==> config.mk <==
export PLATFORM = sky130hd
export DESIGN_NAME = pci_port_ctrl
export DESIGN_NICKNAME = d
export VERILOG_FILES = /design/src/design/pci_pkg.sv /design/src/design/pci_tmr_if.sv /design/src/design/pci_port_ctrl.sv /design/src/design/pci_timer.sv /design/src/design/pci_sync.sv
export SDC_FILE = /design/constraint.sdc
export NUM_CORES = 1
export LEC_CHECK = 0
export CAP_MARGIN = 20
export CELL_PAD_IN_SITES_DETAIL_PLACEMENT = 2
export CELL_PAD_IN_SITES_GLOBAL_PLACEMENT = 2
export CORE_MARGIN = 1.5
export CORE_UTILIZATION = 41
export DETAILED_ROUTE_END_ITERATION = 10
export DONT_BUFFER_PORTS = 1
export PLACE_DENSITY_LB_ADDON = 0.15
export SYNTH_ARGS = -nofsm -noshare
export SYNTH_HDL_FRONTEND = slang
export SYNTH_SLANG_ARGS = --single-unit
==> constraint.sdc <==
create_clock -name ref_clk -period 6.4 [get_ports ref_clk]
set_clock_uncertainty 0.05 [all_clocks]
set_input_delay 0.64 -clock ref_clk [delete_from_list [all_inputs] [get_ports ref_clk]]
set_output_delay 0.64 -clock ref_clk [all_outputs]
set_load 0.05 [all_outputs]
==> src/design/pci_pkg.sv <==
package pci_pkg;
  localparam int CLK_MHZ = 100;
  // Timing, in the unit of each name, then in cycles
  localparam int CLASS_PROBE_US = 12000;
  localparam int CLASS_PROBE_CYC = CLASS_PROBE_US * CLK_MHZ;
  localparam int BACKOFF_MS = 100;
  localparam int BACKOFF_CYC = BACKOFF_MS * 1000 * CLK_MHZ;
  localparam int START_US = 60000;
  localparam int START_CYC = START_US * CLK_MHZ;
  localparam int DETECT_US = 100000;
  localparam int DETECT_CYC = DETECT_US * CLK_MHZ;
  localparam int MARK_PAUSE_CYC = 1000;
  localparam int STRAP_CYC = 6;

  // Register byte offsets
  localparam logic [7:0] CTRL_OFS = 8'h00;
  localparam logic [7:0] CMD_OFS = 8'h04;
  localparam logic [7:0] STAT_OFS = 8'h08;
  localparam logic [7:0] HPSTAT_OFS = 8'h0C;
  localparam logic [7:0] CUT_OFS = 8'h10;
  localparam logic [7:0] LIM_OFS = 8'h14;

  // CTRL fields
  localparam int MODE_LSB = 0;
  localparam int DETEN_BIT = 2;
  localparam int CLSEN_BIT = 3;
  localparam int LEGACY_BIT = 4;
  localparam int PINGPONG_BIT = 5;
  localparam int HIPWR_BIT = 6;
  localparam int RSMALL_BIT = 7;
  // CMD fields
  localparam int CMD_DET_BIT = 0;
  localparam int CMD_CLS_BIT = 1;
  localparam int CMD_ON_BIT = 2;
  localparam int CMD_OFF_BIT = 3;
  // STAT fields
  localparam int STAT_CLS_LSB = 0;
  localparam int STAT_DET_LSB = 3;
  localparam int STAT_PWR_BIT = 5;
  // HPSTAT fields
  localparam int HP_SECOND_BIT = 0;
  localparam int HP_SFAULT_BIT = 1;

  typedef enum logic [1:0] {
    MODE_SHUT = 2'h0, MODE_MANUAL = 2'h1, MODE_SEMI = 2'h2, MODE_AUTO = 2'h3
  } pci_mode_type;

  typedef enum logic [1:0] {
    DET_UNKNOWN = 2'h0, DET_GOOD = 2'h1, DET_BAD = 2'h2
  } pci_det_type;

  localparam logic [2:0] CLASS4 = 3'h4;

  // Thresholds in mA
  localparam logic [11:0] CUT_CLS1_MA = 12'd112;
  localparam logic [11:0] CUT_CLS2_MA = 12'd206;
  localparam logic [11:0] CUT_CLS3_MA = 12'd375;
  localparam logic [11:0] CUT_CLS4_MA = 12'd638;
  localparam logic [11:0] LIM_TYPE1_MA = 12'd425;
  localparam logic [11:0] LIM_CLS4_MA = 12'd850;
  localparam logic [11:0] INRUSH_MA = 12'd450;
endpackage : pci_pkg

==> src/design/pci_tmr_if.sv <==
interface pci_tmr_if;
  logic load;
  logic [31:0] count;
  logic done;
  modport ctrl (output load, output count, input done);
  modport tmr (input load, input count, output done);
endinterface : pci_tmr_if

==> src/design/pci_port_ctrl.sv <==
// Overview of operation
// RULE1: Legacy high-cap detect off at reset, optional.
// RULE2: Class has five values; class 0 as 3.
// RULE3: Classify after detect in semi/auto; manual on command.
// RULE4: Probe voltage for probe time, store class.
// RULE5: Auto mode loads cut and limit from class.
// RULE6: No classing: strap low, shutdown, enable clear.
// RULE7: Ping-pong class 4: mark, pause, classify again.
// RULE8: Second cycle sets high power status bit.
// RULE9: Host sets ping-pong enable bit.
// RULE10: First class 0 to 3 skips second cycle.
// RULE11: Auto powers any class except 4 then lower.
// RULE12: Status class holds most recent pulse result.
// RULE13: Cut and limit writable while powered.
// RULE14: Default larger sense resistor; option selects smaller.
// RULE15: Power-on ramps gate at inrush limit, timer runs.
// RULE16: Still over inrush at expiry: off, start fault.
// RULE17: Semi high power needs detect good, else fault.
// RULE18: Auto thresholds per class table, limit 425 else.
// RULE19: Mark pause is a configurable cycle count.
// RULE20: Start timer parameter, inrush comparator input sampled.
//
// The register offsets and the APB slave port are this design's own decisions.
module pci_port_ctrl
  import pci_pkg::*;
#(
  parameter int CLASS_CYC = CLASS_PROBE_CYC,
  parameter int START_TIME_CYC = START_CYC,
  parameter int BACKOFF_TIME_CYC = BACKOFF_CYC,
  parameter int DETECT_TIME_CYC = DETECT_CYC,
  parameter int MARK_CYC = MARK_PAUSE_CYC
) (
  input wire logic ref_clk,
  input wire logic rst,
  input wire logic psel,
  input wire logic penable,
  input wire logic pwrite,
  input wire logic [7:0] paddr,
  input wire logic [31:0] pwdata,
  output logic [31:0] prdata,
  output logic pready,
  output logic pslverr,
  input wire logic autoPin,
  input wire logic sigValid,
  input wire logic sigHighCap,
  input wire logic [2:0] classMeas,
  input wire logic inrushOver,
  output logic detectForce,
  output logic classForce,
  output logic markForce,
  output logic gateOn,
  output logic inrushRegulate,
  output logic senseSmall,
  output logic [11:0] overload_cut_threshold,
  output logic [11:0] hard_current_limit
);
  initial begin
    if (CLASS_CYC < 1 || START_TIME_CYC < 1 || BACKOFF_TIME_CYC < 1 ||
        DETECT_TIME_CYC < 1 || MARK_CYC < 1) begin
      $error("pci_port_ctrl: timing counts must be at least one");
    end
  end

  typedef enum logic [7:0] {
    ST_IDLE = 8'h01, ST_DETECT = 8'h02, ST_CLASS1 = 8'h04,
    ST_MARK = 8'h08, ST_CLASS2 = 8'h10, ST_INRUSH = 8'h20,
    ST_POWER = 8'h40, ST_BACKOFF = 8'h80
  } pci_state_type;

  pci_state_type state_reg;
  pci_tmr_if tbus ();
  logic tmrLoad_reg;
  logic [31:0] tmrCount_reg;
  logic [6:0] pinQ;
  logic autoQ;
  logic sigValidQ;
  logic sigHighCapQ;
  logic [2:0] classQ;
  logic inrushOverQ;

  pci_sync #(.W(7)) u_sync (
    .ref_clk(ref_clk),
    .rst(rst),
    .d({autoPin, sigValid, sigHighCap, classMeas, inrushOver}),
    .q(pinQ)
  );
  assign {autoQ, sigValidQ, sigHighCapQ, classQ, inrushOverQ} = pinQ;

  pci_timer u_timer (
    .ref_clk(ref_clk),
    .rst(rst),
    .bus(tbus)
  );
  assign tbus.load = tmrLoad_reg;
  assign tbus.count = tmrCount_reg;

  // Control registers
  pci_mode_type mode_reg;
  logic detEn_reg, classEn_reg, legacyEn_reg, pingPongEn_reg;
  logic hiPwrEn_reg, rSmall_reg, autoStrap_reg, strapDone_reg;
  logic [2:0] strapCnt_reg;
  logic detCmd_reg, clsCmd_reg, onCmd_reg, offCmd_reg;
  logic [2:0] class_reg;
  pci_det_type det_reg;
  logic second_reg, startFault_reg;
  logic [11:0] cut_reg, lim_reg;
  logic firstWas4_reg;

  logic wrEn, rdEn;
  assign wrEn = psel && penable && pwrite && pready;
  assign rdEn = psel && penable && !pready;

  logic autoMode, manualMode, semiMode, classAllowed, tmrDone;
  assign autoMode = (mode_reg == MODE_AUTO) && autoStrap_reg;
  assign semiMode = (mode_reg == MODE_SEMI) ||
                    ((mode_reg == MODE_AUTO) && !autoStrap_reg);
  assign manualMode = (mode_reg == MODE_MANUAL);
  assign classAllowed = classEn_reg && (mode_reg != MODE_SHUT); // RULE6
  assign tmrDone = tbus.done;

  // Detect-good outcome with optional legacy capacitance
  logic detGoodNow;
  assign detGoodNow = sigValidQ || (legacyEn_reg && sigHighCapQ); // RULE1

  // Power-on request outcome
  logic onTake, onRefuse;
  assign onTake = onCmd_reg && !autoMode && (mode_reg != MODE_SHUT) &&
                  (state_reg == ST_IDLE || state_reg == ST_BACKOFF) &&
                  !(semiMode && hiPwrEn_reg && det_reg != DET_GOOD); // RULE17
  assign onRefuse = onCmd_reg && semiMode && hiPwrEn_reg &&
                    det_reg != DET_GOOD &&
                    (state_reg == ST_IDLE || state_reg == ST_BACKOFF); // RULE17

  logic detTake, clsTake, offTake;
  assign detTake = state_reg == ST_IDLE && manualMode && detCmd_reg;
  assign clsTake = state_reg == ST_IDLE && manualMode && clsCmd_reg &&
                   !detCmd_reg;
  assign offTake = offCmd_reg;

  // Strap capture after reset release; strap cannot feed async reset
  always_ff @(posedge ref_clk or posedge rst) begin
    if (rst) begin
      strapCnt_reg <= 3'h0;
      strapDone_reg <= 1'b0;
      autoStrap_reg <= 1'b0;
    end else if (!strapDone_reg) begin
      strapCnt_reg <= strapCnt_reg + 3'h1;
      if (strapCnt_reg == 3'(STRAP_CYC)) begin
        strapDone_reg <= 1'b1;
        autoStrap_reg <= autoQ;
      end
    end
  end

  // CTRL register
  always_ff @(posedge ref_clk or posedge rst) begin
    if (rst) begin
      mode_reg <= MODE_SHUT;
      detEn_reg <= 1'b0;
      classEn_reg <= 1'b0;
      legacyEn_reg <= 1'b0; // RULE1
      pingPongEn_reg <= 1'b0;
      hiPwrEn_reg <= 1'b0;
      rSmall_reg <= 1'b0; // RULE14
    end else if (!strapDone_reg) begin
      if (strapCnt_reg == 3'(STRAP_CYC) && autoQ) begin
        mode_reg <= MODE_AUTO;
        detEn_reg <= 1'b1;
        classEn_reg <= 1'b1;
      end
    end else if (wrEn && paddr == CTRL_OFS) begin
      mode_reg <= pci_mode_type'(pwdata[MODE_LSB +: 2]);
      detEn_reg <= pwdata[DETEN_BIT];
      classEn_reg <= pwdata[CLSEN_BIT];
      legacyEn_reg <= pwdata[LEGACY_BIT];
      pingPongEn_reg <= pwdata[PINGPONG_BIT]; // RULE9
      hiPwrEn_reg <= pwdata[HIPWR_BIT];
      rSmall_reg <= pwdata[RSMALL_BIT]; // RULE14
    end
  end

  // Command flags; a new command beats its own consumption
  always_ff @(posedge ref_clk or posedge rst) begin
    if (rst) begin
      detCmd_reg <= 1'b0;
      clsCmd_reg <= 1'b0;
      onCmd_reg <= 1'b0;
      offCmd_reg <= 1'b0;
    end else begin
      if (wrEn && paddr == CMD_OFS && pwdata[CMD_DET_BIT]) begin
        detCmd_reg <= 1'b1;
      end else if (detTake || mode_reg != MODE_MANUAL) begin
        detCmd_reg <= 1'b0;
      end
      if (wrEn && paddr == CMD_OFS && pwdata[CMD_CLS_BIT]) begin
        clsCmd_reg <= 1'b1;
      end else if (clsTake || mode_reg != MODE_MANUAL) begin
        clsCmd_reg <= 1'b0;
      end
      if (wrEn && paddr == CMD_OFS && pwdata[CMD_ON_BIT]) begin
        onCmd_reg <= 1'b1;
      end else if (onTake || onRefuse || autoMode ||
                   state_reg == ST_INRUSH || state_reg == ST_POWER) begin
        onCmd_reg <= 1'b0;
      end
      if (wrEn && paddr == CMD_OFS && pwdata[CMD_OFF_BIT]) begin
        offCmd_reg <= 1'b1;
      end else if (offTake) begin
        offCmd_reg <= 1'b0;
      end
    end
  end

  // Port sequencer
  always_ff @(posedge ref_clk or posedge rst) begin
    if (rst) begin
      state_reg <= ST_IDLE;
      tmrLoad_reg <= 1'b0;
      tmrCount_reg <= 32'h0000_0000;
      firstWas4_reg <= 1'b0;
    end else begin
      tmrLoad_reg <= 1'b0;
      case (state_reg)
        ST_IDLE: begin
          if (onTake) begin
            state_reg <= ST_INRUSH; // RULE15
            tmrLoad_reg <= 1'b1;
            tmrCount_reg <= 32'(START_TIME_CYC); // RULE20
          end else if (strapDone_reg && (detTake ||
                       (!manualMode && mode_reg != MODE_SHUT && detEn_reg))) begin
            state_reg <= ST_DETECT;
            tmrLoad_reg <= 1'b1;
            tmrCount_reg <= 32'(DETECT_TIME_CYC);
          end else if (clsTake && classAllowed) begin
            state_reg <= ST_CLASS1; // RULE3
            tmrLoad_reg <= 1'b1;
            tmrCount_reg <= 32'(CLASS_CYC);
          end
        end
        ST_DETECT: begin
          if (mode_reg == MODE_SHUT) begin
            state_reg <= ST_IDLE;
          end else if (tmrDone) begin
            tmrLoad_reg <= 1'b1;
            if (manualMode) begin
              state_reg <= ST_IDLE;
            end else if (detGoodNow && classAllowed) begin
              state_reg <= ST_CLASS1; // RULE3
              tmrCount_reg <= 32'(CLASS_CYC); // RULE4
            end else if (detGoodNow && autoMode) begin
              state_reg <= ST_INRUSH;
              tmrCount_reg <= 32'(START_TIME_CYC);
            end else begin
              state_reg <= ST_BACKOFF;
              tmrCount_reg <= 32'(BACKOFF_TIME_CYC);
            end
          end
        end
        ST_CLASS1: begin
          if (mode_reg == MODE_SHUT) begin
            state_reg <= ST_IDLE;
          end else if (tmrDone) begin
            tmrLoad_reg <= 1'b1;
            firstWas4_reg <= classQ == CLASS4;
            if (pingPongEn_reg && classQ == CLASS4) begin
              state_reg <= ST_MARK; // RULE7
              tmrCount_reg <= 32'(MARK_CYC); // RULE19
            end else if (manualMode) begin
              state_reg <= ST_IDLE; // RULE10
            end else if (autoMode) begin
              state_reg <= ST_INRUSH;
              tmrCount_reg <= 32'(START_TIME_CYC);
            end else begin
              state_reg <= ST_BACKOFF;
              tmrCount_reg <= 32'(BACKOFF_TIME_CYC);
            end
          end
        end
        ST_MARK: begin
          if (mode_reg == MODE_SHUT) begin
            state_reg <= ST_IDLE;
          end else if (tmrDone) begin
            state_reg <= ST_CLASS2; // RULE7
            tmrLoad_reg <= 1'b1;
            tmrCount_reg <= 32'(CLASS_CYC);
          end
        end
        ST_CLASS2: begin
          if (mode_reg == MODE_SHUT) begin
            state_reg <= ST_IDLE;
          end else if (tmrDone) begin
            tmrLoad_reg <= 1'b1;
            if (manualMode) begin
              state_reg <= ST_IDLE;
            end else if (autoMode && classQ == CLASS4) begin
              state_reg <= ST_INRUSH;
              tmrCount_reg <= 32'(START_TIME_CYC);
            end else begin
              // Semi mode, or invalid pair in auto mode: no power, detect again
              state_reg <= ST_BACKOFF; // RULE11
              tmrCount_reg <= 32'(BACKOFF_TIME_CYC);
            end
          end
        end
        ST_INRUSH: begin
          if (offTake || mode_reg == MODE_SHUT) begin
            state_reg <= ST_IDLE;
          end else if (tmrDone) begin
            if (inrushOverQ) begin
              state_reg <= ST_BACKOFF; // RULE16
              tmrLoad_reg <= 1'b1;
              tmrCount_reg <= 32'(BACKOFF_TIME_CYC);
            end else begin
              state_reg <= ST_POWER;
            end
          end
        end
        ST_POWER: begin
          if (offTake || mode_reg == MODE_SHUT) begin
            state_reg <= ST_IDLE;
          end
        end
        ST_BACKOFF: begin
          if (onTake) begin
            state_reg <= ST_INRUSH;
            tmrLoad_reg <= 1'b1;
            tmrCount_reg <= 32'(START_TIME_CYC);
          end else if (tmrDone || mode_reg == MODE_SHUT || manualMode) begin
            state_reg <= ST_IDLE;
          end
        end
        default: begin
          state_reg <= ST_IDLE;
        end
      endcase
    end
  end

  // Port status: detect and class results
  logic classEnd;
  assign classEnd = tmrDone && mode_reg != MODE_SHUT &&
                    (state_reg == ST_CLASS1 || state_reg == ST_CLASS2);

  always_ff @(posedge ref_clk or posedge rst) begin
    if (rst) begin
      class_reg <= 3'h0;
      det_reg <= DET_UNKNOWN;
    end else begin
      if (classEnd) begin
        class_reg <= classQ; // RULE12
      end
      if (state_reg == ST_DETECT && tmrDone && mode_reg != MODE_SHUT) begin
        det_reg <= detGoodNow ? DET_GOOD : DET_BAD;
      end
    end
  end

  // Sticky status: hardware set wins over write-one-to-clear
  always_ff @(posedge ref_clk or posedge rst) begin
    if (rst) begin
      second_reg <= 1'b0;
      startFault_reg <= 1'b0;
    end else begin
      if (state_reg == ST_MARK && tmrDone && mode_reg != MODE_SHUT) begin
        second_reg <= 1'b1; // RULE8
      end else if (wrEn && paddr == HPSTAT_OFS && pwdata[HP_SECOND_BIT]) begin
        second_reg <= 1'b0;
      end
      if ((state_reg == ST_INRUSH && tmrDone && inrushOverQ &&
           !offTake && mode_reg != MODE_SHUT) || onRefuse) begin
        startFault_reg <= 1'b1; // RULE16 RULE17
      end else if (wrEn && paddr == HPSTAT_OFS && pwdata[HP_SFAULT_BIT]) begin
        startFault_reg <= 1'b0;
      end
    end
  end

  // Thresholds; class 0 handled as class 3
  logic [11:0] autoCut;
  always_comb begin
    case (classQ)
      3'h1: autoCut = CUT_CLS1_MA;
      3'h2: autoCut = CUT_CLS2_MA;
      3'h4: autoCut = CUT_CLS4_MA;
      default: autoCut = CUT_CLS3_MA; // RULE2
    endcase
  end

  logic goingOff;
  assign goingOff = (state_reg == ST_POWER || state_reg == ST_INRUSH) &&
                    (offTake || mode_reg == MODE_SHUT);

  always_ff @(posedge ref_clk or posedge rst) begin
    if (rst) begin
      cut_reg <= CUT_CLS3_MA;
      lim_reg <= LIM_TYPE1_MA;
    end else if (wrEn && paddr == CUT_OFS) begin
      cut_reg <= pwdata[11:0]; // RULE13
    end else if (wrEn && paddr == LIM_OFS) begin
      lim_reg <= pwdata[11:0]; // RULE13
    end else if (autoMode && classEnd) begin
      cut_reg <= autoCut; // RULE5 RULE18
      lim_reg <= (classQ == CLASS4) ? LIM_CLS4_MA : LIM_TYPE1_MA; // RULE18
    end else if (goingOff) begin
      lim_reg <= LIM_TYPE1_MA;
    end
  end

  // Analog drive outputs, all registered
  always_ff @(posedge ref_clk or posedge rst) begin
    if (rst) begin
      detectForce <= 1'b0;
      classForce <= 1'b0;
      markForce <= 1'b0;
      gateOn <= 1'b0;
      inrushRegulate <= 1'b0;
      senseSmall <= 1'b0;
      overload_cut_threshold <= CUT_CLS3_MA;
      hard_current_limit <= LIM_TYPE1_MA;
    end else begin
      detectForce <= state_reg == ST_DETECT;
      classForce <= state_reg == ST_CLASS1 || state_reg == ST_CLASS2; // RULE4
      markForce <= state_reg == ST_MARK; // RULE7
      gateOn <= state_reg == ST_INRUSH || state_reg == ST_POWER; // RULE15
      inrushRegulate <= state_reg == ST_INRUSH; // RULE15
      senseSmall <= rSmall_reg; // RULE14
      overload_cut_threshold <= cut_reg;
      // Inrush forces the Type 1 limit until start timer expiry
      hard_current_limit <= (state_reg == ST_INRUSH) ? LIM_TYPE1_MA : lim_reg;
    end
  end

  // APB slave: one wait state, reads latched when pready rises
  always_ff @(posedge ref_clk or posedge rst) begin
    if (rst) begin
      pready <= 1'b0;
      prdata <= 32'h0000_0000;
      pslverr <= 1'b0;
    end else if (rdEn) begin
      pready <= 1'b1;
      pslverr <= paddr[1:0] != 2'h0 || paddr > LIM_OFS;
      prdata <= 32'h0000_0000;
      if (!pwrite) begin
        case (paddr)
          CTRL_OFS: prdata <= {24'h00_0000, rSmall_reg, hiPwrEn_reg,
                               pingPongEn_reg, legacyEn_reg, classEn_reg,
                               detEn_reg, mode_reg};
          STAT_OFS: prdata <= {26'h000_0000, gateOn, det_reg, class_reg};
          HPSTAT_OFS: prdata <= {30'h0000_0000, startFault_reg, second_reg};
          CUT_OFS: prdata <= {20'h0_0000, cut_reg};
          LIM_OFS: prdata <= {20'h0_0000, lim_reg};
          default: prdata <= 32'h0000_0000;
        endcase
      end
    end else begin
      pready <= 1'b0;
      pslverr <= 1'b0;
    end
  end
endmodule : pci_port_ctrl

==> src/design/pci_timer.sv <==
module pci_timer (
  input wire logic ref_clk,
  input wire logic rst,
  pci_tmr_if.tmr bus
);
  logic [31:0] cnt_reg;

  always_ff @(posedge ref_clk or posedge rst) begin
    if (rst) begin
      cnt_reg <= 32'h0000_0000;
    end else if (bus.load) begin
      cnt_reg <= bus.count;
    end else if (cnt_reg != 32'h0000_0000) begin
      cnt_reg <= cnt_reg - 32'h0000_0001;
    end
  end

  assign bus.done = (cnt_reg == 32'h0000_0000) && !bus.load;
endmodule : pci_timer

==> src/design/pci_sync.sv <==
module pci_sync #(
  parameter int W = 1
) (
  input wire logic ref_clk,
  input wire logic rst,
  input wire logic [W-1:0] d,
  output logic [W-1:0] q
);
  logic [W-1:0] s1_reg;
  logic [W-1:0] s2_reg;
  logic [W-1:0] s3_reg;

  always_ff @(posedge ref_clk or posedge rst) begin
    if (rst) begin
      s1_reg <= '0;
      s2_reg <= '0;
      s3_reg <= '0;
    end else begin
      s1_reg <= d;
      s2_reg <= s1_reg;
      s3_reg <= s2_reg;
    end
  end

  // A change counts once the second and third stages agree
  for (genvar i = 0; i < W; i++) begin : g_bit
    always_ff @(posedge ref_clk or posedge rst) begin
      if (rst) begin
        q[i] <= 1'b0;
      end else if (s2_reg[i] == s3_reg[i]) begin
        q[i] <= s3_reg[i];
      end
    end
  end
endmodule : pci_sync

# Yosys cells after proc, flatten, opt, wreduce, memory -nomap -nowiden
# Index checks and enable logic that the tools add are counted.
word_totals:
  output_inout_bits: 64
  ff_bits: 213
  input_bits: 52
  word_cells: 305
classes:
  n_mux: 97
  magnitude_cmp: 1
  n_addsub: 2
  bitwise_logic: 2
  n_reduce_logical: 104
  eq_ne: 54
op_table:
  columns: ["op", "n"]
  rows:
  - ["32-bit 2-to-1 mux", 21]
  - ["32-bit one-hot mux with 7 select lines", 1]
  - ["8-bit 2-to-1 mux", 25]
  - ["12-bit 2-to-1 mux", 8]
  - ["24-bit 2-to-1 mux", 4]
  - ["8-bit one-hot mux with 8 select lines", 1]
  - ["12-bit one-hot mux with 5 select lines", 1]
  - ["1-bit logical AND", 55]
  - ["32-bit zero test", 1]
  - ["32-bit nonzero test", 1]
  - ["32-bit by 1-bit subtractor with 32-bit output (second input constant)", 1]
  - ["10-bit one-hot mux with 3 select lines", 1]
  - ["1-bit 2-to-1 mux", 29]
  - ["2-bit inequality test (second input constant)", 14]
  - ["8-bit by 4-bit == test with 1-bit output (second input constant)", 3]
  - ["8-bit by 5-bit == test with 1-bit output (second input constant)", 3]
  - ["2-bit nonzero test", 10]
  - ["1-bit logical OR", 17]
  - ["17-bit AND reduction", 1]
  - ["8-bit by 3-bit == test with 1-bit output (second input constant)", 2]
  - ["3-bit inequality test (second input constant)", 5]
  - ["10-bit 2-to-1 mux", 1]
  - ["2-bit by 1-bit inequality test with 1-bit output (second input constant)", 5]
  - ["2-bit AND reduction", 5]
  - ["25 further kinds", 45]

# Logic depth before layout (Yosys ltp)
# Gate-level depths: netlist of run 1.
depth:
  ltp_word: 13
  ltp_mapped: 9

# Hierarchy
# A second synthesis of run 1 with hierarchy kept.
unflattened:
  hier_cells: 785
  area_unflattened_um2: 8215.4
by_module_without_submodules:
  columns: ["mod", "cells_each", "area_each_um2", "instances"]
  rows:
  - ["pci_port_ctrl", 531, 5441.5, 1]
  - ["pci_timer", 218, 1990.7, 1]
  - ["pci_sync", 36, 783.3, 1]

# Worst setup path after synthesis of run 1
# No wires, ideal clock.
synth_timing:
  path_kind: "input -> register"
  start: "input port paddr[0]"
  end: "register lim_reg[1]"
  cell_stages: 8
  slack_ns: 3.516
  t_required_ns: 6.225
  t_arrival_ns: 2.709
  cell_sequence: "or4_1 -> or2_2 -> clkbuf_1 -> nor3_2 -> nand3_1 -> o21ai_2 -> buf_6 -> mux2_4"
synth_between:
  elab_chain_len: 4
  word_cells_on_any_way: 8
  cone_classes: "eq/ne: 2; mux: 1; bitwise: 1; reduce/logical: 4"
synth_lines:
  columns: ["item", "line_no", "text"]
  rows:
  - ["from (decl)", "pci_port_ctrl.sv:38", "input wire logic [7:0] paddr,"]
  - ["8-bit by 5-bit == test with 1-bit output (on tied branches)", "pci_port_ctrl.sv:399, pci_port_ctrl.sv:397", null]
  - ["1-bit logical AND (on tied branches)", "pci_port_ctrl.sv:399, pci_port_ctrl.sv:397", null]
  - ["3-bit nonzero test (no source line) or 1-bit inverter (tied branches)", null, null]
  - ["2-bit AND reduction (no source line)", null, null]
  - ["to (signal assigned)", "pci_port_ctrl.sv:400", "lim_reg <= pwdata[11:0];"]
  - ["to (signal assigned)", "pci_port_ctrl.sv:403", "lim_reg <= (classQ == CLASS4) ? LIM_CLS4_MA : LIM_TYPE1_MA;"]
  - ["to (decl)", "pci_port_ctrl.sv:106", "logic [11:0] cut_reg, lim_reg;"]
# Several ways; a longest one is shown, not always the timed one.
# A chain may end at the register's enable or synchronous reset.

# Final worst setup path of run 1
layout_timing:
  start: "input port paddr[0]"
  end: "register lim_reg[9]"
# The elaborated chain is that of the path after synthesis.

==> out/qor.csv, run 1 <==
metric;value;unit
CTS Hold Bufs;0;
# setup viols final;0;
Post-Synthesis Cells;779;
clk_lat worst skew;0.44;ns
Cell Area, Synth;8140;um^2
#FFs+latches synth;171;
DR iter-0 viols;235;
max-slew violations;0;
Setup crit end kind;flop;
routability congestion estimate;0.873;
DIE WIDTH;144;um
starting density of the core;41.8;%
synth top area cells;dfrtp_1 (45%), dfstp_2 (8.1%), nand2_1 (3.4%);
Max Cap Violations;0;
detailed-route DRC error count;0;
outcome;finished clean;
final period utilization;51.8;%
vias;6010;
power share of the clock group;33.5;%
CP top delay family;simple AND/OR/NAND/NOR gates;
Yosys warnings;0;
buffers and inverters on the worst path;0;
CP startpoint kind;primary input;
Post-synth top cells;dfrtp_1 (146), nand2_1 (73), nor2_1 (56);
share of layout cells above drive strength 1;14.6;%
PnR Total Power;3170;uW
compound-cell area share of the yosys netlist;11.3;%
internal power;2040;uW
initial antenna violation count;0;
EDFF count, synth;0;
cts bufs inserted;17;
Worst path slowest cell;or4_1;
Post-CTS Setup Repair Bufs;0;
largest net degree at the start of global routing;100;
largest family of logic cells by synthesized area;simple AND/OR/NAND/NOR gates;
I/O pins;116;
grt ovf;0;
top-count cell post-synth;dfrtp_1;
detailed-route vias per instance;5.77;
worst hold path startpoint;inrushOver;
worst-path cell chain;or4_1 > or2_2 > nor3_2 > nand3_1 > o21ai_2 > mux2_2;
max FFs per register;32;
Worst Tran Pin Value;0.944;ns
Seq/Total Area, Yosys;53.0;%
Die Height;144;um
async set or reset register ratio after synthesis;100;%
Cell Pwr Density;357;nW/um^2
# nets final;819;
VDD IR max;0.000190;V
Core Area;19500;um^2
CP max FO;13;
CTS tree;yes;
Placed Cells;1008;
Clock transition at path regs;0.08;ns
num rows;51;
Net Sw Power;1130;uW
Post-Synth Simple-Gate Area;19.5;%
clk root buf;clkbuf_16;
cell leakage power;0.00391;uW
Tmin final;3.31;ns
Post-DP HPWL;17500;um
GR Util All Layers;25.0;%
total wire length;24300;um
CP max stage delay;0.60;ns
maximum clock path buffer count;2;
Slew headroom;36.6;%
Ant. Diodes;0;
FF-to-FF Start;pready$_DFF_PP0_;
clock sink count;171;
Setup TNS;0;ns
crit path DAT;3.60;ns
H-tree depth;4;
Critical Path Start;paddr[0];
WP data required;6.68;ns
Final Hold Vio Count;0;
Synth cell types;74;
first-pass detailed-route iteration total;5;
vias in the first global route;6728;
Max Freq;0.302;GHz
RSZ-0062 raised after global routing;no;
adder-cell share of the synthesized area;1.48;%
Gate power share;23.7;%
Post-synth top flop;dfrtp_1;
# port buffers;0;
Synth area leader;dfrtp_1;
share of the synthesized area in the top cell type;44.9;%
Filler cells;2045;
Area Growth Syn to Fin;8.92;%
Die ar.;20700;um^2
Switching Share;35.6;%
multiplexer share of the synthesized area;5.63;%
fin cells;1041;
Seq pwr share;42.9;%
post-CTS sizing;0;
first-pass GRT wire length;38700;um
number of routed nets with antenna violations;0;
WL/cell;23.3;um
Synth Area in XOR/XNOR;3.98;%
Syn Area/Cell;10.4;um^2
hold crit path type;in2reg;
critical path class;in2reg;
-- placed cells by master (no fill, tap or decap), types with 8 or more instances in the layout --
cell type	count
nor3_1	21
nand2_1	73
mux2i_1	21
nand3_1	18
or3_1	8
o21ai_0	49
conb_1	20
dfstp_2	25
dfrtp_1	146
o31ai_1	8
nand4b_1	8
nor4_1	18
clkbuf_16	17
nor2b_1	10
a21oi_1	32
nor2_1	56
xnor2_1	22
nand4_1	11
mux2_2	14
inv_1	24
xor2_1	15
and2_1	12
-- through the flow --
stage | setup slack (ns) | util (%) | hold slack, ns | instance area, um^2
floorplan | 1.12 | - | 0.281 | 8210
global placement | 2.79 | 42.4 | 0.286 | 8260
detailed placement | 2.65 | 42.4 | 0.286 | 8260
finish | 3.09 | 45.5 | 0.169 | 8860
CTS | 2.93 | 45.5 | 0.149 | 8850
global route | 2.95 | 45.5 | 0.144 | 8860
-- area by class of cell --
class / instances / area (um^2) / share of cell area, %
Clock buffer: 17 / 425 / 4.80
Sequential cell: 171 / 4310 / 48.6
Multi-Input combinational cell: 541 / 3480 / 39.2
Clock inverter: 15 / 168 / 1.89
Timing Repair Buffer: 6 / 48.8 / 0.551
Tap cell: 265 / 332 / 3.74
Inverter: 26 / 103 / 1.16
-- power by group through the flow --
stage	registers, uW	clock network [uW]	logic [uW]
after global placement	1370	0	718
after detailed placement	1380	0	746
after floorplan	1300	0	625
after global routing	1380	1120	828
after CTS	1360	1080	755
final	1360	1060	750
-- layer usage --
layer,wire (um),up-vias,GRT usage [%]
met4,797,0,10.4
li1,-,2694,-
met3,1040,53,5.80
met1,10400,3129,31.6
met5,0,-,0
met2,12000,134,41.2
-- final timing paths --
path / cells after the start / slack, ns / end
max reg2reg: 6 / 3.14 / lim_reg[4]$_DFFE_PP0P_
min: 0 / 0.17 / u_sync.s1_reg[0]$_DFF_PP0_
max: 6 / 3.09 / lim_reg[9]$_DFFE_PP0P_
min in group asynchronous: 1 / 0.19 / u_sync.s1_reg[0]$_DFF_PP0_
max in group asynchronous: 2 / 4.59 / lim_reg[2]$_DFFE_PP0P_
min reg2reg: 0 / 0.30 / u_sync.s2_reg[0]$_DFF_PP0_
-- cells by family (layout without fill, tap and decap cells) --
group,count (synthesis),in the layout
flops,171,171
fa+ha+maj,11,11
compound gates,146,146
mux,41,41
xor+xnor,37,37
simple gates,286,286
buf+inv,86,64
other cells,1,20
Note: power is estimated with default switching activity, not from simulation.
==> run 2: changes to the inputs <==
CORE_UTILIZATION = 37   (was 41)
clock period = 2.9 ns   (was 6.4 ns; I/O delays follow)
==> run 2 against run 1 <==
  * Core utilization decreased by 1.4 points
  * Hold slack got worse by 0.16 ns
  * Sequential power is 120% higher
  * Critical path type is now reg2reg
==> out/qor.csv, run 2 (same netlist as run 1, synthesis figures left out) <==
metric;value;unit;change
largest net degree at the start of global routing;69;;was 100
grt ovf;0;;unchanged
starting density of the core;37.5;%;was 41.8%
flop-to-flop setup slack;0.12;ns;was 3.14 ns
Worst path slowest cell;or4_4;;was or4_1
CP top delay family;simple AND/OR/NAND/NOR gates;;unchanged
CTS tree;yes;;unchanged
DIE WIDTH;151;um;was 144 um
Area Growth Syn to Fin;17.5;%;was 8.92%
num rows;54;;was 51
max FFs per register;32;;unchanged
crit path DAT;3.06;ns;was 3.60 ns
internal power;4720;uW;was 2040 uW
worst reg2reg path depth;7;;was 6
worst-path cell chain;or3_4 > or4_4 > nor3_4 > o21ai_2 > nor4_4 > buf_12 > mux2_2;;was or4_1 > or2_2 > nor3_2 > nand3_1 > o21ai_2 > mux2_2
power share of the clock group;32.8;%;was 33.5%
WL/cell;23.3;um;about the same
hold depth;2;;was 0
cts bufs inserted;17;;unchanged
Core Area;21700;um^2;was 19500 um^2
Switching Share;36.0;%;was 35.6%
max-slew violations;0;;unchanged
Seq pwr share;40.1;%;was 42.9%
vias in the first global route;7029;;was 6728
cell leakage power;0.00426;uW;was 0.00391 uW
detailed-route vias per instance;5.56;;was 5.77
# setup viols final;0;;unchanged
first-pass GRT wire length;41100;um;was 38700 um
I/O pins;116;;unchanged
Ant. Diodes;0;;unchanged
clock sink count;171;;unchanged
Worst Hold End;second_reg$_DFFE_PP0P_;;was u_sync.s1_reg[0]$_DFF_PP0_
Filler cells;2226;;was 2045
DR iter-0 viols;282;;was 235
register area;4310;um^2;unchanged
Post-DP HPWL;19200;um;was 17500 um
vias;6269;;was 6010
Tmin final;2.78;ns;
Die Height;151;um;was 144 um
VDD IR max;0.000347;V;was 0.000190 V
share of layout cells above drive strength 1;19.9;%;was 14.6%
Max Cap Violations;0;;unchanged
critical path class;reg2reg;;was in2reg
leading cell type in the layout, fill and taps excluded;dfrtp_1;;unchanged
Slew headroom;42.3;%;was 36.6%
Reg2Reg Capture Point;tbus.count[8]$_DFFE_PP0P_;;was lim_reg[4]$_DFFE_PP0P_
final period utilization;95.9;%;
multi-input combinational cell area;3520;um^2;was 3480 um^2
FF-to-FF Start;u_timer.cnt_reg[7]$_DFFE_PP0P_;;was pready$_DFF_PP0_
WP data required;3.18;ns;was 6.68 ns
maximum clock path buffer count;2;;unchanged
Max Freq;0.360;GHz;
CP max FO;11;;was 13
Final Hold Vio Count;0;;unchanged
GR Util All Layers;24.1;%;was 25.0%
worst hold path startpoint;pwdata[0];;was inrushOver
routability congestion estimate;0.878;;was 0.873
Worst Tran Pin Value;0.860;ns;was 0.944 ns
PnR Total Power;7380;uW;was 3170 uW
Cell Pwr Density;772;nW/um^2;was 357 nW/um^2
initial antenna violation count;0;;unchanged
H-tree depth;4;;unchanged
CP startpoint kind;flop;;was primary input
# port buffers;0;;unchanged
first-pass detailed-route iteration total;4;;was 5
Net Sw Power;2660;uW;was 1130 uW
clk_lat worst skew;0.45;ns;was 0.44 ns
RSZ-0062 raised after global routing;no;;unchanged
clk root buf;clkbuf_16;;unchanged
buffers and inverters on the worst path;1;;was 0
outcome;finished clean;;unchanged
Gate power share;27.1;%;was 23.7%
hold crit path type;in2reg;;unchanged
number of routed nets with antenna violations;0;;unchanged
total wire length;26300;um;was 24300 um
Setup crit end kind;flop;;unchanged
# nets final;891;;was 819
Die ar.;22900;um^2;was 20700 um^2
detailed-route DRC error count;0;;unchanged
Clock transition at path regs;0.08;ns;about the same
CP max stage delay;0.56;ns;was 0.60 ns
most frequent cells in the layout;dfrtp_1 (146), nand2_1 (73), nor2_1 (55);;was dfrtp_1 (146), nand2_1 (73), nor2_1 (56)
Setup TNS;0;ns;unchanged
[run 2: changes by cell type in the layout (fill, tap and decap cells not counted), sizes merged]
cell	change
buf	+50
inv	-3
clkinv	+3
dlygate4sd3	+22
[run 2: cell type report]
class	count	share of cell area, %
inverter	26	1.06
clock buffer	17	4.45
timing repair buffer	78	6.93
sequential	171	45.1
tap	280	3.66
clock inverter	15	2.07
multi-input combinational	541	36.8
[run 2: power groups by stage]
| stage | Clock (uW) | Sequential (uW) | Combinational, uW |
|---|---|---|---|
| floorplan | 0 | 2880 | 1380 |
| global placement | 0 | 2980 | 1820 |
| detailed placement | 0 | 3010 | 1900 |
| CTS | 2480 | 2960 | 1950 |
| global route | 2570 | 3000 | 2180 |
| finish | 2420 | 2960 | 2000 |
[run 2: timing repair]
item,CTS,global route
endpoints found under the setup margin,0,14
endpoints found under the hold margin,62,0
buffers inserted,0,4
resized for setup,0,8
hold buffers,22,0
[run 2: worst register-to-register path: cells and delay by family (launching register included)]
kind	cells	cell delay, ns
buffers and inverters	1	0.19
muxes	1	0.34
AOI/OAI and AO/OA	1	0.11
and+or+nand+nor	4	1.58
DFF	1	0.40
[run 2: how the worst max path moves through the flow]
stage                                 endpoint  cells after the start  slack (ns)                       startpoint
floorplan           tbus.count[14]$_DFFE_PP0P_                      8        0.22         state_reg[0]$_DFFE_PP1P_
global placement      state_reg[3]$_DFFE_PP0P_                      7        0.08  u_timer.cnt_reg[28]$_DFFE_PP0P_
detailed placement   tbus.count[8]$_DFFE_PP0P_                      7        0.03   u_timer.cnt_reg[7]$_DFFE_PP0P_
CTS                   state_reg[3]$_DFFE_PP0P_                      7        0.02  u_timer.cnt_reg[27]$_DFFE_PP0P_
global route         tbus.count[8]$_DFFE_PP0P_                      6      0.0009         state_reg[0]$_DFFE_PP1P_
finish               tbus.count[8]$_DFFE_PP0P_                      7        0.12   u_timer.cnt_reg[7]$_DFFE_PP0P_
[run 2: stage by stage]
stage	hold WS (ns)	setup WS, ns	cells	util (%)	cell area [um^2]
floorplan	0.271	0.222	798	-	8210
detailed placement	0.103	0.0265	1070	39.9	8650
CTS	0.00109	0.0185	1124	43.8	9500
finish	0.0112	0.120	1128	44.1	9560
global route	0.0110	0.000875	1128	44.1	9560
global placement	0.103	0.0809	1070	39.9	8650
[run 2: layer usage]
metal / GRT usage [%] / part of all wire [%] / up-vias / routed length, um
li1: - / - / 2824 / -
met1: 30.6 / 43 / 3318 / 11400
met2: 42.3 / 52 / 98 / 13600
met3: 4.01 / 3.4 / 29 / 903
met4: 6.65 / 1.5 / 0 / 387
met5: 0 / 0 / - / 0
==> run 3: changes to the inputs <==
CORE_UTILIZATION = 44   (was 37)
clock period = 3.35 ns   (was 2.9 ns; I/O delays follow)
==> run 3 against run 2 <==
  * Sequential share of layout area is 1.8 points higher
  * Cell count is 7.7% lower
  * Setup slack better by 0.20 ns
  * Design area is 3.8% lower
  * Clock power is 12% lower
  * Non-clock buffer count is 36 lower
  * Global-route usage is 4.7 points higher
  * Routed wire length is 1.5% higher
  * First-iteration DRC count is 7.8% higher
  * Die area is 16% lower
  * Register-to-register slack better by 0.20 ns
  * Via count is 1.1% higher
  * Critical endpoint unchanged
  * Highest routed layer unchanged
==> out/qor.csv, run 3 (same netlist as run 1, synthesis figures left out) <==
metric;value;unit;change
outcome;finished clean;;unchanged
worst-path cell chain;nor4_1 > nand4_1 > nor3_4 > o21ai_2 > nor4_2 > buf_4 > mux2_2;;was or3_4 > or4_4 > nor3_4 > o21ai_2 > nor4_4 > buf_12 > mux2_2
CP max FO;11;;unchanged
fin cells;1041;;was 1128
PnR Total Power;6270;uW;was 7380 uW
H-tree depth;4;;unchanged
Worst path slowest cell;nor4_1;;was or4_4
vias;6338;;was 6269
Setup TNS;0;ns;unchanged
worst hold path startpoint;pwdata[6];;was pwdata[0]
cts bufs inserted;17;;unchanged
Tmin final;3.03;ns;was 2.78 ns
I/O pins;116;;unchanged
CTS Hold Bufs;19;;was 22
# port buffers;0;;unchanged
flop-to-flop setup slack;0.32;ns;was 0.12 ns
detailed-route vias per instance;6.09;;was 5.56
num rows;49;;was 54
Clock transition at path regs;0.08;ns;about the same
worst reg2reg path depth;7;;unchanged
most frequent cells in the layout;dfrtp_1 (146), nand2_1 (73), nor2_1 (56);;was dfrtp_1 (146), nand2_1 (73), nor2_1 (55)
Max Cap Violations;0;;unchanged
Setup crit end kind;flop;;unchanged
setup ws final;0.320;ns;was 0.120 ns
critical path class;reg2reg;;unchanged
Ant. Diodes;0;;unchanged
clock sink count;171;;unchanged
detailed-route DRC error count;0;;unchanged
Post-CTS Setup Repair Bufs;0;;unchanged
post-place setup slack;0.413;ns;was 0.0265 ns
Final Hold Vio Count;0;;unchanged
crit path DAT;3.30;ns;was 3.06 ns
number of routed nets with antenna violations;0;;unchanged
CP max stage delay;0.59;ns;was 0.56 ns
Die ar.;19300;um^2;was 22900 um^2
first-pass GRT wire length;42700;um;was 41100 um
share of layout cells above drive strength 1;16.0;%;was 19.9%
# nets final;855;;was 891
Placed Cells;990;;was 1070
Post-DP HPWL;18100;um;was 19200 um
# setup viols final;0;;unchanged
hold depth;2;;unchanged
Slew headroom;45.7;%;was 42.3%
RSZ-0062 raised after global routing;no;;unchanged
DR iter-0 viols;304;;was 282
Cell Pwr Density;681;nW/um^2;was 772 nW/um^2
initial antenna violation count;0;;unchanged
CTS tree;yes;;unchanged
vias in the first global route;7124;;was 7029
Worst Tran Pin Value;0.815;ns;was 0.860 ns
Die Height;139;um;was 151 um
cell leakage power;0.00410;uW;was 0.00426 uW
GR Util All Layers;28.8;%;was 24.1%
first-pass detailed-route iteration total;5;;was 4
grt ovf;0;;unchanged
Worst Hold End;cut_reg[6]$_DFFE_PP1P_;;was second_reg$_DFFE_PP0P_
Area Growth Syn to Fin;13.1;%;was 17.5%
maximum clock path buffer count;2;;unchanged
WL/cell;25.7;um;was 23.3 um
CP startpoint kind;flop;;unchanged
WP data required;3.62;ns;was 3.18 ns
hold crit path type;in2reg;;unchanged
Reg2Reg Capture Point;tbus.count[8]$_DFFE_PP0P_;;unchanged
placed inst area;8370;um^2;was 8650 um^2
buffers and inverters on the worst path;1;;unchanged
Core Area;18000;um^2;was 21700 um^2
final period utilization;90.5;%;was 95.9%
max-slew violations;0;;unchanged
leading cell type in the layout, fill and taps excluded;dfrtp_1;;unchanged
largest net degree at the start of global routing;67;;was 69
Max Freq;0.330;GHz;was 0.360 GHz
DIE WIDTH;139;um;was 151 um
cell area after layout;9200;um^2;was 9560 um^2
total wire length;26700;um;was 26300 um
routability congestion estimate;0.855;;was 0.878
clk root buf;clkbuf_16;;unchanged
CP top delay family;simple AND/OR/NAND/NOR gates;;unchanged
max FFs per register;32;;unchanged
clk_lat worst skew;0.44;ns;was 0.45 ns
post-CTS sizing;0;;unchanged
FF-to-FF Start;u_timer.cnt_reg[16]$_DFFE_PP0P_;;was u_timer.cnt_reg[7]$_DFFE_PP0P_
starting density of the core;45.1;%;was 37.5%
VDD IR max;0.000353;V;was 0.000347 V
run 3: cell types whose count changed in the layout (fill, tap and decap cells not counted), moves of 2 or more:
cell | previous run | this run
buf_4 | 53 | 21
clkinv_4 | 3 | 0
dlygate4sd3_1 | 22 | 19
inv_6 | 1 | 4
inv_8 | 6 | 3
clkinv_8 | 3 | 5
nor4_1 | 16 | 18
nor4b_1 | 3 | 5
nor4b_2 | 2 | 0
run 3: report_power, final:
group	switching, uW	internal, uW
Combinational	952	579
Sequential	325	2290
Clock	1030	1100
Total	2300	3960
run 3: layout make-up:
| cell class | count | area [um^2] |
|---|---|---|
| Clock inverter | 15 | 213 |
| Sequential cell | 171 | 4310 |
| Timing Repair Buffer | 42 | 388 |
| Clock buffer | 17 | 425 |
| Multi-Input combinational cell | 541 | 3480 |
| Inverter | 26 | 101 |
| Tap cell | 229 | 287 |
| Fill cell | 1848 | 8820 |
run 3: worst max path at each step:
| stage | end | depth (start not counted) | startpoint |
|---|---|---|---|
| CTS | tbus.count[8]$_DFFE_PP0P_ | 7 | u_timer.cnt_reg[16]$_DFFE_PP0P_ |
| global route | tbus.count[8]$_DFFE_PP0P_ | 7 | u_timer.cnt_reg[16]$_DFFE_PP0P_ |
| finish | tbus.count[8]$_DFFE_PP0P_ | 7 | u_timer.cnt_reg[16]$_DFFE_PP0P_ |
| global placement | lim_reg[4]$_DFFE_PP0P_ | 6 | u_timer.cnt_reg[7]$_DFFE_PP0P_ |
| floorplan | tbus.count[14]$_DFFE_PP0P_ | 8 | state_reg[0]$_DFFE_PP1P_ |
| detailed placement | state_reg[7]$_DFFE_PP0P_ | 6 | u_timer.cnt_reg[15]$_DFFE_PP0P_ |
run 3: routing by layer:
| layer | track usage (%) | vias up | wire length, um |
|---|---|---|---|
| met5 | 0 | - | 0 |
| met4 | 10.5 | 0 | 653 |
| met3 | 5.46 | 43 | 1120 |
| met2 | 48.7 | 160 | 13600 |
| met1 | 37.0 | 3366 | 11400 |
| li1 | - | 2769 | - |
run 3: through the flow:
| stage | util [%] | hold WS, ns |
|---|---|---|
| finish | 51.0 | 0.0352 |
| CTS | 51.0 | 0.000251 |
| global placement | 46.4 | 0.103 |
| detailed placement | 46.4 | 0.101 |
| global route | 51.0 | 0.0498 |
| floorplan | - | 0.281 |
run 3: worst reg2reg max path, delay by kind of cell, from the launching register on:
family / cells / cell delay [ns]
muxes: 1 / 0.38
and+or+nand+nor: 4 / 1.64
buffers and inverters: 1 / 0.29
DFF: 1 / 0.47
AOI/OAI and AO/OA: 1 / 0.09
